===== src/inc/xcvr_pkg.sv =====
package xcvr_pkg;

  localparam int DATA_W = 18;
  localparam int NUM_DIR = 2;
  localparam int DIR_FWD = 0;
  localparam int DIR_REV = 1;
  localparam int BUF_DEPTH = 2;

  // Register byte addresses
  localparam logic [3:0] CTRL_ADDR = 4'h0;
  localparam logic [3:0] STATUS_ADDR = 4'h4;
  localparam logic [3:0] STORE_FWD_ADDR = 4'h8;
  localparam logic [3:0] STORE_REV_ADDR = 4'hc;

  // Control register fields
  localparam int CTRL_SW_LSB = 0;
  localparam int CTRL_FWD_LSB = 4;
  localparam int CTRL_REV_LSB = 8;
  localparam int CTRL_W = 12;
  localparam logic [CTRL_W-1:0] CTRL_RESET = 12'h330;

  // Status register fields
  localparam int ST_CONFLICT = 0;
  localparam int ST_OVF_LSB = 1;
  localparam int ST_BUFV_LSB = 3;
  localparam int ST_OE_LSB = 5;
  localparam int ST_W = 7;

  localparam logic [1:0] RESP_OKAY = 2'h0;
  localparam logic [1:0] RESP_SLVERR = 2'h2;

  // Path controls; bit order matches the control register nibble
  typedef struct packed {
    logic clk;
    logic le;
    logic oe_n;
    logic ce_n;
  } path_ctl_t;

  localparam path_ctl_t CTL_IDLE = '{clk: 1'b0, le: 1'b0, oe_n: 1'b1, ce_n: 1'b1};

  typedef struct packed {
    logic valid;
    logic [DATA_W-1:0] data;
  } cap_word_t;

endpackage : xcvr_pkg


===== src/hdl/bidir_latch_register_transceiver.sv =====
// The register offsets and the AXI4-Lite interface to the registers were left to the implementer.
`timescale 1ns/1ps
`default_nettype none
module bidir_latch_register_transceiver
  import xcvr_pkg::*;
(
  // Clock and reset
  input wire logic aclk,
  input wire logic aresetn,
  // A port pins
  input wire logic [DATA_W-1:0] a_in,
  output logic [DATA_W-1:0] a_out,
  output logic a_oe,
  // B port pins
  input wire logic [DATA_W-1:0] b_in,
  output logic [DATA_W-1:0] b_out,
  output logic b_oe,
  // Forward path controls
  input wire logic clock_enable_n_fwd,
  input wire logic output_enable_n_fwd,
  input wire logic latch_enable_fwd,
  input wire logic capture_clock_fwd,
  // Reverse path controls
  input wire logic clock_enable_n_rev,
  input wire logic output_enable_n_rev,
  input wire logic latch_enable_rev,
  input wire logic capture_clock_rev,
  // Captured word streams, one per direction
  output logic [NUM_DIR-1:0] cap_valid,
  input wire logic [NUM_DIR-1:0] cap_ready,
  output logic [NUM_DIR-1:0][DATA_W-1:0] cap_data,
  // AXI4-Lite write address
  input wire logic [3:0] s_axi_awaddr,
  input wire logic [2:0] s_axi_awprot,
  input wire logic s_axi_awvalid,
  output logic s_axi_awready,
  // AXI4-Lite write data
  input wire logic [31:0] s_axi_wdata,
  input wire logic [3:0] s_axi_wstrb,
  input wire logic s_axi_wvalid,
  output logic s_axi_wready,
  // AXI4-Lite write response
  output logic [1:0] s_axi_bresp,
  output logic s_axi_bvalid,
  input wire logic s_axi_bready,
  // AXI4-Lite read address
  input wire logic [3:0] s_axi_araddr,
  input wire logic [2:0] s_axi_arprot,
  input wire logic s_axi_arvalid,
  output logic s_axi_arready,
  // AXI4-Lite read data
  output logic [31:0] s_axi_rdata,
  output logic [1:0] s_axi_rresp,
  output logic s_axi_rvalid,
  input wire logic s_axi_rready
);

  // Register state
  logic [CTRL_W-1:0] ctrl_q;
  logic conflict_q;
  logic [NUM_DIR-1:0] ovf_q;
  logic aw_have_q;
  logic w_have_q;
  logic [3:0] aw_addr_q;
  logic [31:0] w_data_q;
  logic [3:0] w_strb_q;
  logic bvalid_q;
  logic [1:0] bresp_q;
  logic rvalid_q;
  logic [1:0] rresp_q;
  logic [31:0] rdata_q;

  // Per-direction state
  logic [NUM_DIR-1:0][DATA_W-1:0] din_pin;
  logic [NUM_DIR-1:0][DATA_W-1:0] din_s1_q;
  logic [NUM_DIR-1:0][DATA_W-1:0] din_s2_q;
  path_ctl_t [NUM_DIR-1:0] ctl_pin;
  path_ctl_t [NUM_DIR-1:0] ctl_s1_q;
  path_ctl_t [NUM_DIR-1:0] ctl_s2_q;
  path_ctl_t [NUM_DIR-1:0] ctl_sel;
  logic [NUM_DIR-1:0] clk_prev_q;
  logic [NUM_DIR-1:0] clk_rise;
  logic [NUM_DIR-1:0] capture;
  logic [NUM_DIR-1:0][DATA_W-1:0] store_q;
  logic [NUM_DIR-1:0][DATA_W-1:0] store_d;
  logic [NUM_DIR-1:0] oe_q;
  logic [NUM_DIR-1:0] buf_in_ready;

  assign din_pin[DIR_FWD] = a_in;
  assign din_pin[DIR_REV] = b_in;
  assign ctl_pin[DIR_FWD] = '{clk: capture_clock_fwd, le: latch_enable_fwd,
                              oe_n: output_enable_n_fwd, ce_n: clock_enable_n_fwd};
  assign ctl_pin[DIR_REV] = '{clk: capture_clock_rev, le: latch_enable_rev,
                              oe_n: output_enable_n_rev, ce_n: clock_enable_n_rev};

  // Pin outputs: each path drives the opposite port
  assign b_out = store_q[DIR_FWD];
  assign b_oe = oe_q[DIR_FWD];
  assign a_out = store_q[DIR_REV];
  assign a_oe = oe_q[DIR_REV];

  genvar d;
  generate
    for (d = 0; d < NUM_DIR; d++) begin : g_dir
      localparam int CTL_LSB = (d == DIR_FWD) ? CTRL_FWD_LSB : CTRL_REV_LSB;

      // Software override of the pin controls
      assign ctl_sel[d] = ctrl_q[CTRL_SW_LSB + d] ? path_ctl_t'(ctrl_q[CTL_LSB +: 4]) : ctl_s2_q[d];
      assign clk_rise[d] = ctl_sel[d].clk && !clk_prev_q[d];
      assign capture[d] = !ctl_sel[d].le && !ctl_sel[d].ce_n && clk_rise[d];
      // Transparent tracks the input; otherwise only a clocked capture loads
      assign store_d[d] = (ctl_sel[d].le || capture[d]) ? din_s2_q[d] : store_q[d];

      always_ff @(posedge aclk) begin
        din_s1_q[d] <= din_pin[d];
        din_s2_q[d] <= din_s1_q[d];
      end

      always_ff @(posedge aclk) begin
        if (!aresetn) begin
          ctl_s1_q[d] <= CTL_IDLE;
          ctl_s2_q[d] <= CTL_IDLE;
          clk_prev_q[d] <= 1'b0;
          store_q[d] <= '0;
          oe_q[d] <= 1'b0;
        end else begin
          ctl_s1_q[d] <= ctl_pin[d];
          ctl_s2_q[d] <= ctl_s1_q[d];
          clk_prev_q[d] <= ctl_sel[d].clk;
          store_q[d] <= store_d[d];
          oe_q[d] <= !ctl_sel[d].oe_n;
        end
      end

      two_entry_buffer #(
        .WIDTH(DATA_W)
      ) u_cap_buf (
        .aclk(aclk),
        .aresetn(aresetn),
        .in_valid(capture[d]),
        .in_ready(buf_in_ready[d]),
        .in_data(din_s2_q[d]),
        .out_valid(cap_valid[d]),
        .out_ready(cap_ready[d]),
        .out_data(cap_data[d])
      );

      transparent_follow_a: assert property (@(posedge aclk) disable iff (!aresetn)
        ctl_sel[d].le |=> store_q[d] == $past(din_s2_q[d]))
        else $error("transparent path did not follow input");
      clocked_capture_a: assert property (@(posedge aclk) disable iff (!aresetn)
        (!ctl_sel[d].le && !ctl_sel[d].ce_n && ctl_sel[d].clk && !clk_prev_q[d])
        |=> store_q[d] == $past(din_s2_q[d]))
        else $error("rising capture clock did not load data");
      clock_inhibit_a: assert property (@(posedge aclk) disable iff (!aresetn)
        (!ctl_sel[d].le && ctl_sel[d].ce_n) |=> $stable(store_q[d]))
        else $error("stored value changed while clock inhibited");
      latched_hold_a: assert property (@(posedge aclk) disable iff (!aresetn)
        (!ctl_sel[d].le && !clk_rise[d]) |=> $stable(store_q[d]))
        else $error("latched value changed without clock edge");
      latch_close_a: assert property (@(posedge aclk) disable iff (!aresetn)
        ($fell(ctl_sel[d].le) && !clk_rise[d]) |=> store_q[d] == $past(din_s2_q[d], 2))
        else $error("latch closing changed the output level");
      output_enable_a: assert property (@(posedge aclk) disable iff (!aresetn)
        ##1 oe_q[d] == !$past(ctl_sel[d].oe_n))
        else $error("output enable does not follow control");
      capture_queued_a: assert property (@(posedge aclk) disable iff (!aresetn)
        (capture[d] && buf_in_ready[d]) |=> cap_valid[d])
        else $error("captured word not queued");
    end
  endgenerate

  // AXI4-Lite handshakes
  assign s_axi_awready = !aw_have_q;
  assign s_axi_wready = !w_have_q;
  assign s_axi_bvalid = bvalid_q;
  assign s_axi_bresp = bresp_q;
  assign s_axi_arready = !rvalid_q;
  assign s_axi_rvalid = rvalid_q;
  assign s_axi_rresp = rresp_q;
  assign s_axi_rdata = rdata_q;

  wire do_write = aw_have_q && w_have_q && !bvalid_q;
  wire wr_ctrl = do_write && (aw_addr_q == CTRL_ADDR);
  wire wr_status = do_write && (aw_addr_q == STATUS_ADDR);
  wire wr_mapped = wr_ctrl || wr_status;
  wire do_read = s_axi_arvalid && !rvalid_q;
  wire [31:0] strb_mask = {{8{w_strb_q[3]}}, {8{w_strb_q[2]}}, {8{w_strb_q[1]}}, {8{w_strb_q[0]}}};
  wire [31:0] ctrl_merged = ({20'h00000, ctrl_q} & ~strb_mask) | (w_data_q & strb_mask);
  wire w1c_ok = w_strb_q[0];
  wire both_drive = oe_q[DIR_FWD] && oe_q[DIR_REV];
  wire [NUM_DIR-1:0] overflow = capture & ~buf_in_ready;
  wire [ST_W-1:0] status_word = {oe_q, cap_valid, ovf_q, conflict_q};
  wire rd_mapped = (s_axi_araddr == CTRL_ADDR) || (s_axi_araddr == STATUS_ADDR) ||
                   (s_axi_araddr == STORE_FWD_ADDR) || (s_axi_araddr == STORE_REV_ADDR);
  wire [31:0] rd_word = (s_axi_araddr == CTRL_ADDR) ? {20'h00000, ctrl_q} :
                        (s_axi_araddr == STATUS_ADDR) ? {25'h0000000, status_word} :
                        (s_axi_araddr == STORE_FWD_ADDR) ? {14'h0000, store_q[DIR_FWD]} :
                        (s_axi_araddr == STORE_REV_ADDR) ? {14'h0000, store_q[DIR_REV]} : 32'h00000000;
  // Sticky flags: a new event wins over a write-one clear
  wire conflict_d = both_drive || (conflict_q && !(wr_status && w1c_ok && w_data_q[ST_CONFLICT]));
  wire [NUM_DIR-1:0] ovf_d = overflow |
                             (ovf_q & ~({NUM_DIR{wr_status && w1c_ok}} & w_data_q[ST_OVF_LSB +: NUM_DIR]));

  always_ff @(posedge aclk) begin
    if (s_axi_awvalid && !aw_have_q) begin
      aw_addr_q <= s_axi_awaddr;
    end
    if (s_axi_wvalid && !w_have_q) begin
      w_data_q <= s_axi_wdata;
      w_strb_q <= s_axi_wstrb;
    end
  end

  always_ff @(posedge aclk) begin
    if (!aresetn) begin
      aw_have_q <= 1'b0;
      w_have_q <= 1'b0;
      bvalid_q <= 1'b0;
      bresp_q <= RESP_OKAY;
    end else if (do_write) begin
      aw_have_q <= 1'b0;
      w_have_q <= 1'b0;
      bvalid_q <= 1'b1;
      bresp_q <= wr_mapped ? RESP_OKAY : RESP_SLVERR;
    end else begin
      aw_have_q <= aw_have_q || s_axi_awvalid;
      w_have_q <= w_have_q || s_axi_wvalid;
      bvalid_q <= bvalid_q && !s_axi_bready;
    end
  end

  always_ff @(posedge aclk) begin
    if (!aresetn) begin
      rvalid_q <= 1'b0;
      rresp_q <= RESP_OKAY;
      rdata_q <= 32'h00000000;
    end else if (do_read) begin
      rvalid_q <= 1'b1;
      rresp_q <= rd_mapped ? RESP_OKAY : RESP_SLVERR;
      rdata_q <= rd_word;
    end else begin
      rvalid_q <= rvalid_q && !s_axi_rready;
    end
  end

  always_ff @(posedge aclk) begin
    if (!aresetn) begin
      ctrl_q <= CTRL_RESET;
      conflict_q <= 1'b0;
      ovf_q <= '0;
    end else begin
      if (wr_ctrl) begin
        ctrl_q <= ctrl_merged[CTRL_W-1:0];
      end
      conflict_q <= conflict_d;
      ovf_q <= ovf_d;
    end
  end

  conflict_flag_a: assert property (@(posedge aclk) disable iff (!aresetn)
    (oe_q[DIR_FWD] && oe_q[DIR_REV]) |=> conflict_q)
    else $error("driver conflict not flagged");
  write_resp_hold_a: assert property (@(posedge aclk) disable iff (!aresetn)
    (s_axi_bvalid && !s_axi_bready) |=> s_axi_bvalid && $stable(s_axi_bresp))
    else $error("write response dropped before taken");

endmodule : bidir_latch_register_transceiver
`default_nettype wire


===== src/hdl/two_entry_buffer.sv =====
`timescale 1ns/1ps
`default_nettype none
module two_entry_buffer
  import xcvr_pkg::*;
#(
  parameter int WIDTH = DATA_W
) (
  // Clock and reset
  input wire logic aclk,
  input wire logic aresetn,
  // Fill side
  input wire logic in_valid,
  output logic in_ready,
  input wire logic [WIDTH-1:0] in_data,
  // Drain side
  output logic out_valid,
  input wire logic out_ready,
  output logic [WIDTH-1:0] out_data
);

  logic [1:0][WIDTH-1:0] mem_q;
  logic wr_ptr_q;
  logic rd_ptr_q;
  logic [1:0] count_q;
  wire push = in_valid && in_ready;
  wire pop = out_valid && out_ready;

  assign in_ready = (count_q != 2'h2);
  assign out_valid = (count_q != 2'h0);
  assign out_data = mem_q[rd_ptr_q];

  always_ff @(posedge aclk) begin
    if (push) begin
      mem_q[wr_ptr_q] <= in_data;
    end
  end

  always_ff @(posedge aclk) begin
    if (!aresetn) begin
      wr_ptr_q <= 1'b0;
      rd_ptr_q <= 1'b0;
      count_q <= 2'h0;
    end else begin
      wr_ptr_q <= wr_ptr_q ^ push;
      rd_ptr_q <= rd_ptr_q ^ pop;
      count_q <= count_q + {1'b0, push} - {1'b0, pop};
    end
  end

endmodule : two_entry_buffer
`default_nettype wire


===== config.mk =====
export PLATFORM = sky130hd
export DESIGN_NAME = bidir_latch_register_transceiver
export DESIGN_NICKNAME = d
export VERILOG_FILES = /design/src/inc/xcvr_pkg.sv /design/src/hdl/bidir_latch_register_transceiver.sv /design/src/hdl/two_entry_buffer.sv
export SDC_FILE = /design/constraint.sdc
export NUM_CORES = 1
export LEC_CHECK = 0
export ABC_CLOCK_PERIOD_IN_PS = 3300
export BUFFER_PORTS_ARGS = -buffer_cell sky130_fd_sc_hd__buf_4
export CORE_ASPECT_RATIO = 0.75
export CORE_MARGIN = 2
export CORE_UTILIZATION = 53
export CTS_BUF_LIST = sky130_fd_sc_hd__clkbuf_16
export CTS_CLUSTER_SIZE = 25
export DETAILED_ROUTE_END_ITERATION = 6
export GPL_TIMING_DRIVEN = 1
export PLACE_DENSITY = 0.77
export REMOVE_ABC_BUFFERS = 1
export SETUP_SLACK_MARGIN = 0.3
export SLEW_MARGIN = 20
export SYNTH_ARGS = -nofsm -noshare
export SYNTH_HDL_FRONTEND = slang
export SYNTH_HIERARCHICAL = 1
export SYNTH_SLANG_ARGS = --single-unit
export TNS_END_PERCENT = 1

===== constraint.sdc =====
create_clock -name aclk -period 3.3 [get_ports aclk]
set_clock_uncertainty 0.2 [all_clocks]
set_input_delay 0 -clock aclk [delete_from_list [all_inputs] [get_ports aclk]]
set_output_delay 0 -clock aclk [all_outputs]
set_load 0.02 [all_outputs]

== Yosys cells after proc, flatten, opt, wreduce, memory -nomap -nowiden ==
Index checks and enable logic that the tools add are counted.

* Equality and inequality tests: 6
* Mux-type cells: 20
* Magnitude comparators: 6
* Add/sub/neg operators: 4
* Reduce and logical (&&, ||, !) cells: 54
* Bitwise logic cells: 15

{| class="wikitable"
|+ Operator list
! cell !! count
|-
| 18-bit 2-to-1 mux || 10
|-
| 36-bit bitwise mux || 2
|-
| 18-bit demux with 1-bit select || 2
|-
| 1-bit logical AND || 25
|-
| 12-bit bitwise AND || 2
|-
| 1-bit logical NOT || 15
|-
| 12-bit inverter || 1
|-
| 12-bit bitwise OR || 1
|-
| 1-bit logical OR || 9
|-
| 4-bit by 3-bit == test with 1-bit output, second input constant || 2
|-
| 4-bit == test, second input constant || 2
|-
| 4-bit logical NOT || 2
|-
| 1-bit by 2-bit < comparator with 1-bit output, second input constant || 4
|-
| 4-bit 2-to-1 mux || 2
|-
| 2-bit bitwise AND || 3
|-
| 2-bit by 1-bit adder with 2-bit output || 2
|-
| 2-bit 2-to-1 mux || 2
|-
| 2-bit inequality test, second input constant || 2
|-
| 2-bit inverter || 2
|-
| 2-bit nonzero test || 2
|-
| 2-bit by 1-bit subtractor with 2-bit output || 2
|-
| 1-bit XOR || 4
|-
| 1-bit >= comparator, second input constant || 2
|-
| 1-bit 2-to-1 mux || 2
|-
| 3 further kinds || 3
|}

* Register bits: 281
* Output and inout port bits: 117
* Input port bits: 103
* Word-level logic and storage cells: 154

== Logic depth before layout (Yosys ltp) ==
* Depth after elaboration: 8
* Mapped depth: 10
* Depth with buffers taken out: 9

== Cells and area by module ==
Netlist, hierarchy kept.

{| class="wikitable"
|+ Modules (own cells, without submodules)
! module !! area each (um2) !! sequential area each (um2) !! cells an instance !! instances
|-
| bidir_latch_register_transceiver || 6,007.0 || 3,883.7 || 520 || 1
|-
| two_entry_buffer at g_dir[0].u_cap_buf || 1,540.2 || 1,161.1 || 83 || 1
|-
| two_entry_buffer at g_dir[1].u_cap_buf || 1,526.5 || 1,161.1 || 78 || 1
|}

== Least setup slack after synthesis ==
Ideal clock, no wire load.

* Path kind: register to register
* Start: reg (tool-made name)
* End: reg g_dir[0].u_cap_buf/mem_q[0] (netlist name), enable pin
* Clock period less this slack: 2,425 ps
* Path buffers: 1
* Cell stages (with the launch flop): 7
* Setup slack: 875 ps
* Data required time: 2,724 ps
* Data arrival time: 1,849 ps
* Library setup time: 376 ps
* Path through: dfxtp_1 -> buf_6 -> nor4b_2 -> nor2_1 -> nor2_1 -> and2_1 -> ha_1

{| class="wikitable"
|+ RTL lines
! what !! line !! source
|-
| end signal, assigned by index || two_entry_buffer.sv:34 || <nowiki>mem_q[wr_ptr_q] <= in_data;</nowiki>
|-
| end, declared || two_entry_buffer.sv:21 || <nowiki>logic [1:0][WIDTH-1:0] mem_q;</nowiki>
|}

== Final worst setup path ==
* Start: in s_axi_araddr[3]
* End: reg rdata_q[16], in the netlist s_axi_rdata[16]

* Longest elaborated chain between the ends: 5

{| class="wikitable"
|+ RTL lines
! what !! line !! source
|-
| start, declared || bidir_latch_register_transceiver.sv:47 || <nowiki>input wire logic [3:0] s_axi_araddr,</nowiki>
|-
| 4-bit == test || bidir_latch_register_transceiver.sv:199 || <nowiki>(s_axi_araddr == STORE_REV_ADDR) ? {14'h0000, store_q[DIR_REV]} : 32'h00000000;</nowiki>
|-
| 18-bit 2-to-1 mux || bidir_latch_register_transceiver.sv:199 ||
|-
| 18-bit 2-to-1 mux || bidir_latch_register_transceiver.sv:198 || <nowiki>(s_axi_araddr == STORE_FWD_ADDR) ? {14'h0000, store_q[DIR_FWD]} :</nowiki>
|-
| 18-bit 2-to-1 mux || bidir_latch_register_transceiver.sv:197 || <nowiki>(s_axi_araddr == STATUS_ADDR) ? {25'h0000000, status_word} :</nowiki>
|-
| 18-bit 2-to-1 mux (*) || bidir_latch_register_transceiver.sv:196 || <nowiki>wire [31:0] rd_word = (s_axi_araddr == CTRL_ADDR) ? {20'h00000, ctrl_q} :</nowiki>
|-
| end signal, assigned || bidir_latch_register_transceiver.sv:241 || <nowiki>rdata_q <= rd_word;</nowiki>
|-
| end, declared || bidir_latch_register_transceiver.sv:71 || <nowiki>logic [31:0] rdata_q;</nowiki>
|}

Mark *: on every way between the ends. The rest lies on a longest branch, timed or not.
A chain may end at the register's enable or synchronous reset.

==> run_results.csv <==
group,metric,value,unit
sta,setup_slack,461,ps
floorplanning,rows,41,
global_routing,globalRouteTotalUtil,23.5,%
setup_path,end_kind,"flop",
route,via_per_inst,5.10,
synthesis,synth.avg_cell_area,13.3,um2
route,met1_length,9.05,mm
synthesis,synth-edff-count,90,
setup_path,startpoint_type,"primary input",
placement,dp_hpwl,13.3,mm
setup_path,cp_num_buf_inv,5,
setup_path,worst-endpoint-arrival,3090,ps
sta,relSlewSlack,34.7,%
clock_tree,clock-sinks,265,
placement,routabilityCongestion,0.804,
route,ant_nets,0,
synthesis,yosysTopAreaCellShare,38.6,%
clock_tree,clkTransAtPathRegs,60,ps
sta,hold_violations,0,
setup_path,rr_worst_depth,6,
synthesis,synth.distinct_cells,48,
final_layout,antenna-diode-count,0,
clock_tree,cts_hold_buf,128,
outcome,status,"completed",
floorplanning,core,16800,um2
route,drt_iter0_markers,434,
synthesis,async_reset_ff_share,0,%
clock_tree,cts_tree,"built",
clock_tree,post_cts_resized,0,
synthesis,syn_inst,681,
clock_tree,worstSkewPairLatency,510,ps
min_path,holdPathEnd,"aw_addr_q[0]",
route,dr_wl_met3,1.32,mm
clock_tree,cts_buffer_depth,3,
clock_tree,postCtsSetupBuffers,0,
synthesis,netlist_area,9070,um2
flow_run,cap_violations,0,
clock_tree,cts_root_buf,"clkbuf_16",
synthesis,synth_area_leader_cell,"dfxtp_1",
synthesis,yosys_warnings,6,
power,vdd_drop_max,0.327,mV
synthesis,yosys_most_used_dff,"dfxtp_1",
route,first_pass_iters,5,
final_layout,synthToLayoutAreaGrowth,38.2,%
sta,setup_tns,0,ps
setup_path,slowest_delay,750,ps
setup_path,crit_top_cell,"dlygate4sd3_1",
route,num_vias,6201,
sta,worstMarginPinSlew,978,ps
sta,maxSlewViolCount,0,
clock_tree,cts_buffers,24,
floorplanning,die_x,155,um
power,total_power,0.00726,W
power,p_per_area,579,nW/um2
sta,rsz0062_at_grt,"no",
sta,max_freq,0.352,GHz
synthesis,netlist_top_cells_area,"dfxtp_1 39%, edfxtp_1 30%, mux2_2 5.6%",
setup_path,criticalPathCategory,"in2reg",
route,wl_per_cell,17.9,um
clock_tree,htree_levels,1,
final_layout,layout.nets,1092,
setup_path,path_cells,"dlygate4sd3_1 -> buf_4 -> nor3b_2 -> dlygate4sd3_1 -> nand3_1 -> dlygate4sd3_1 -> a21oi_1 -> dlygate4sd3_1",
global_routing,antenna_found_initial,0,
route,routed_wirelength,21.7,mm
floorplanning,die_h,117,um
setup_path,rrSetupSlack,780,ps
min_path,hp-start,"s_axi_awaddr[0]",
setup_path,critPathTopFamily,"buffers and inverters",
synthesis,ys_seq_area_share,68.4,%
setup_path,crit_cells,8,
global_routing,grt_max_degree,68,
power,p_leak,5.10,nW
global_routing,overflow,0,
sta,period_minus_slack,2840,ps
global_routing,grt_pass1_vias,6362,
final_layout,drive_gt1_share,30.4,%
floorplanning,dieArea,18200,um2
sta,min_period_over_period,86.0,%
min_path,min_path_type,"in2reg",
setup_path,worst_path_max_delay_cell,"dlygate4sd3_1",
route,dr.max_layer_used,"met4",
sta,finalSetupViolCount,0,
route,drc,0,
floorplanning,pin_count,220,
synthesis,ys_ff_latch,265,
floorplanning,floorplan.initialDensity,54.1,%
setup_path,cp_data_required_time,3550,ps
min_path,min_path_cells,2,
placement,port_buffers,175,
setup_path,worstPathMaxFanout,13,
route,met2_length,11.0,mm
setup_path,r2r-end,"g_dir[0].u_cap_buf/mem_q[14]",
global_routing,grt_pass1_wl,33.6,mm
placement,post-place-ws,809,ps
## report_power, final
group	switching [W]	internal (W)	leakage (nW)
Clock	0.00116	0.00165	0.412
Combinational	0.000396	0.000450	2.42
Sequential	0.000118	0.00349	2.27
## Yosys cell counts, types with 2 or more instances
master	count
dfxtp_1	175
edfxtp_1	90
nand2_1	65
nand3_1	52
mux2_2	45
o21ai_0	29
o21ai_2	23
buf_4	18
mux2i_1	17
nor2_1	16
and2_1	13
clkbuf_1	12
nand2b_1	12
a21oi_1	11
buf_6	9
nor2b_1	9
buf_2	8
inv_1	8
a22o_1	6
ha_1	6
a22oi_1	5
nor3_1	5
a32oi_1	4
a211oi_1	3
buf_1	3
mux4_2	3
nor4_1	3
o22ai_1	3
a32o_1	2
and4bb_2	2
mux2_4	2
nand4b_1	2
nor3_4	2
nor4b_2	2
or2_2	2
or2b_1	2
## worst max path at each step
stage	to	slack (ps)	start
4_1_cts	s_axi_rdata[16]	510	s_axi_araddr[3]
3_5_place_dp	g_dir[0].u_cap_buf/mem_q[14]	810	flop
6_report	s_axi_rdata[16]	460	s_axi_araddr[3]
5_1_grt	s_axi_rdata[16]	380	s_axi_araddr[3]
2_1_floorplan	g_dir[0].u_cap_buf/mem_q[0]	900	flop
3_3_place_gp	g_dir[0].u_cap_buf/mem_q[12]	920	flop
## registers in the layout, indices dropped and copies added (netlist names), 2 cells and up, named ones only
signal	cells
s_axi_rdata	18
aw_addr_q	4
g_dir.u_cap_buf/wr_ptr_q	2
ovf_q	2
g_dir.u_cap_buf/count_q	4
b_out	18
w_data_q	12
g_dir.u_cap_buf/rd_ptr_q	2
g_dir.u_cap_buf/mem_q	72
clk_prev_q	2
din_s1_q	36
w_strb_q	2
ctl_s2_q	8
din_s2_q	36
ctl_s1_q	8
a_out	18
## metal layers
metal	vias to the layer above	global-route usage [%]
li1	2995	-
met1	2948	29.6
met2	226	42.1
met3	32	4.25
met4	0	5.15
met5	-	0
## per-stage QoR
| step | instance area, um2 | utilization (%) | hold slack, ps | instances |
|---|---|---|---|---|
| 5_1_grt | 12500 | 74.8 | 5.82 | 1216 |
| 2_1_floorplan | 8790 | - | -172 | 645 |
| 3_5_place_dp | 10400 | 62.3 | -94.4 | 1044 |
| 3_3_place_gp | 10400 | 62.3 | -95.7 | 1044 |
| 6_report | 12500 | 74.8 | 7.03 | 1216 |
| 4_1_cts | 12500 | 74.7 | 0.942 | 1216 |
## layout by cell type (no fill, tap or decap), types with 16 or more instances in the layout
cell           count
dlygate4sd3_1    128
edfxtp_1          90
mux2i_1           17
mux2_2            45
nand3_1           52
o21ai_0           29
nor2_1            16
buf_4            184
nand2_1           65
dfxtp_1          175
clkbuf_16         26
conb_1            16
o21ai_2           23
## area by class of cell
class,count,area [um2]
repair buffers,312,2660
well taps,215,269
inverters,8,30.0
flip-flops and latches,265,6210
clock inverters,18,159
multi-input cells,372,2560
fillers,1033,4230
clock buffers,26,651
## cells by family (layout without fill, tap and decap cells)
logic type      after synthesis  in the layout  share of synthesized area, %
flops                       265            265                          68.4
buf+inv                      59            364                          4.05
other cells                   1             16                        0.0413
mux                          67             67                          8.54
simple gates                192            192                          11.0
xor+xnor                      2              2                         0.345
fa+ha+maj                     6              6                         0.827
compound gates               89             89                          6.77
(Power assumes the default switching activity.)
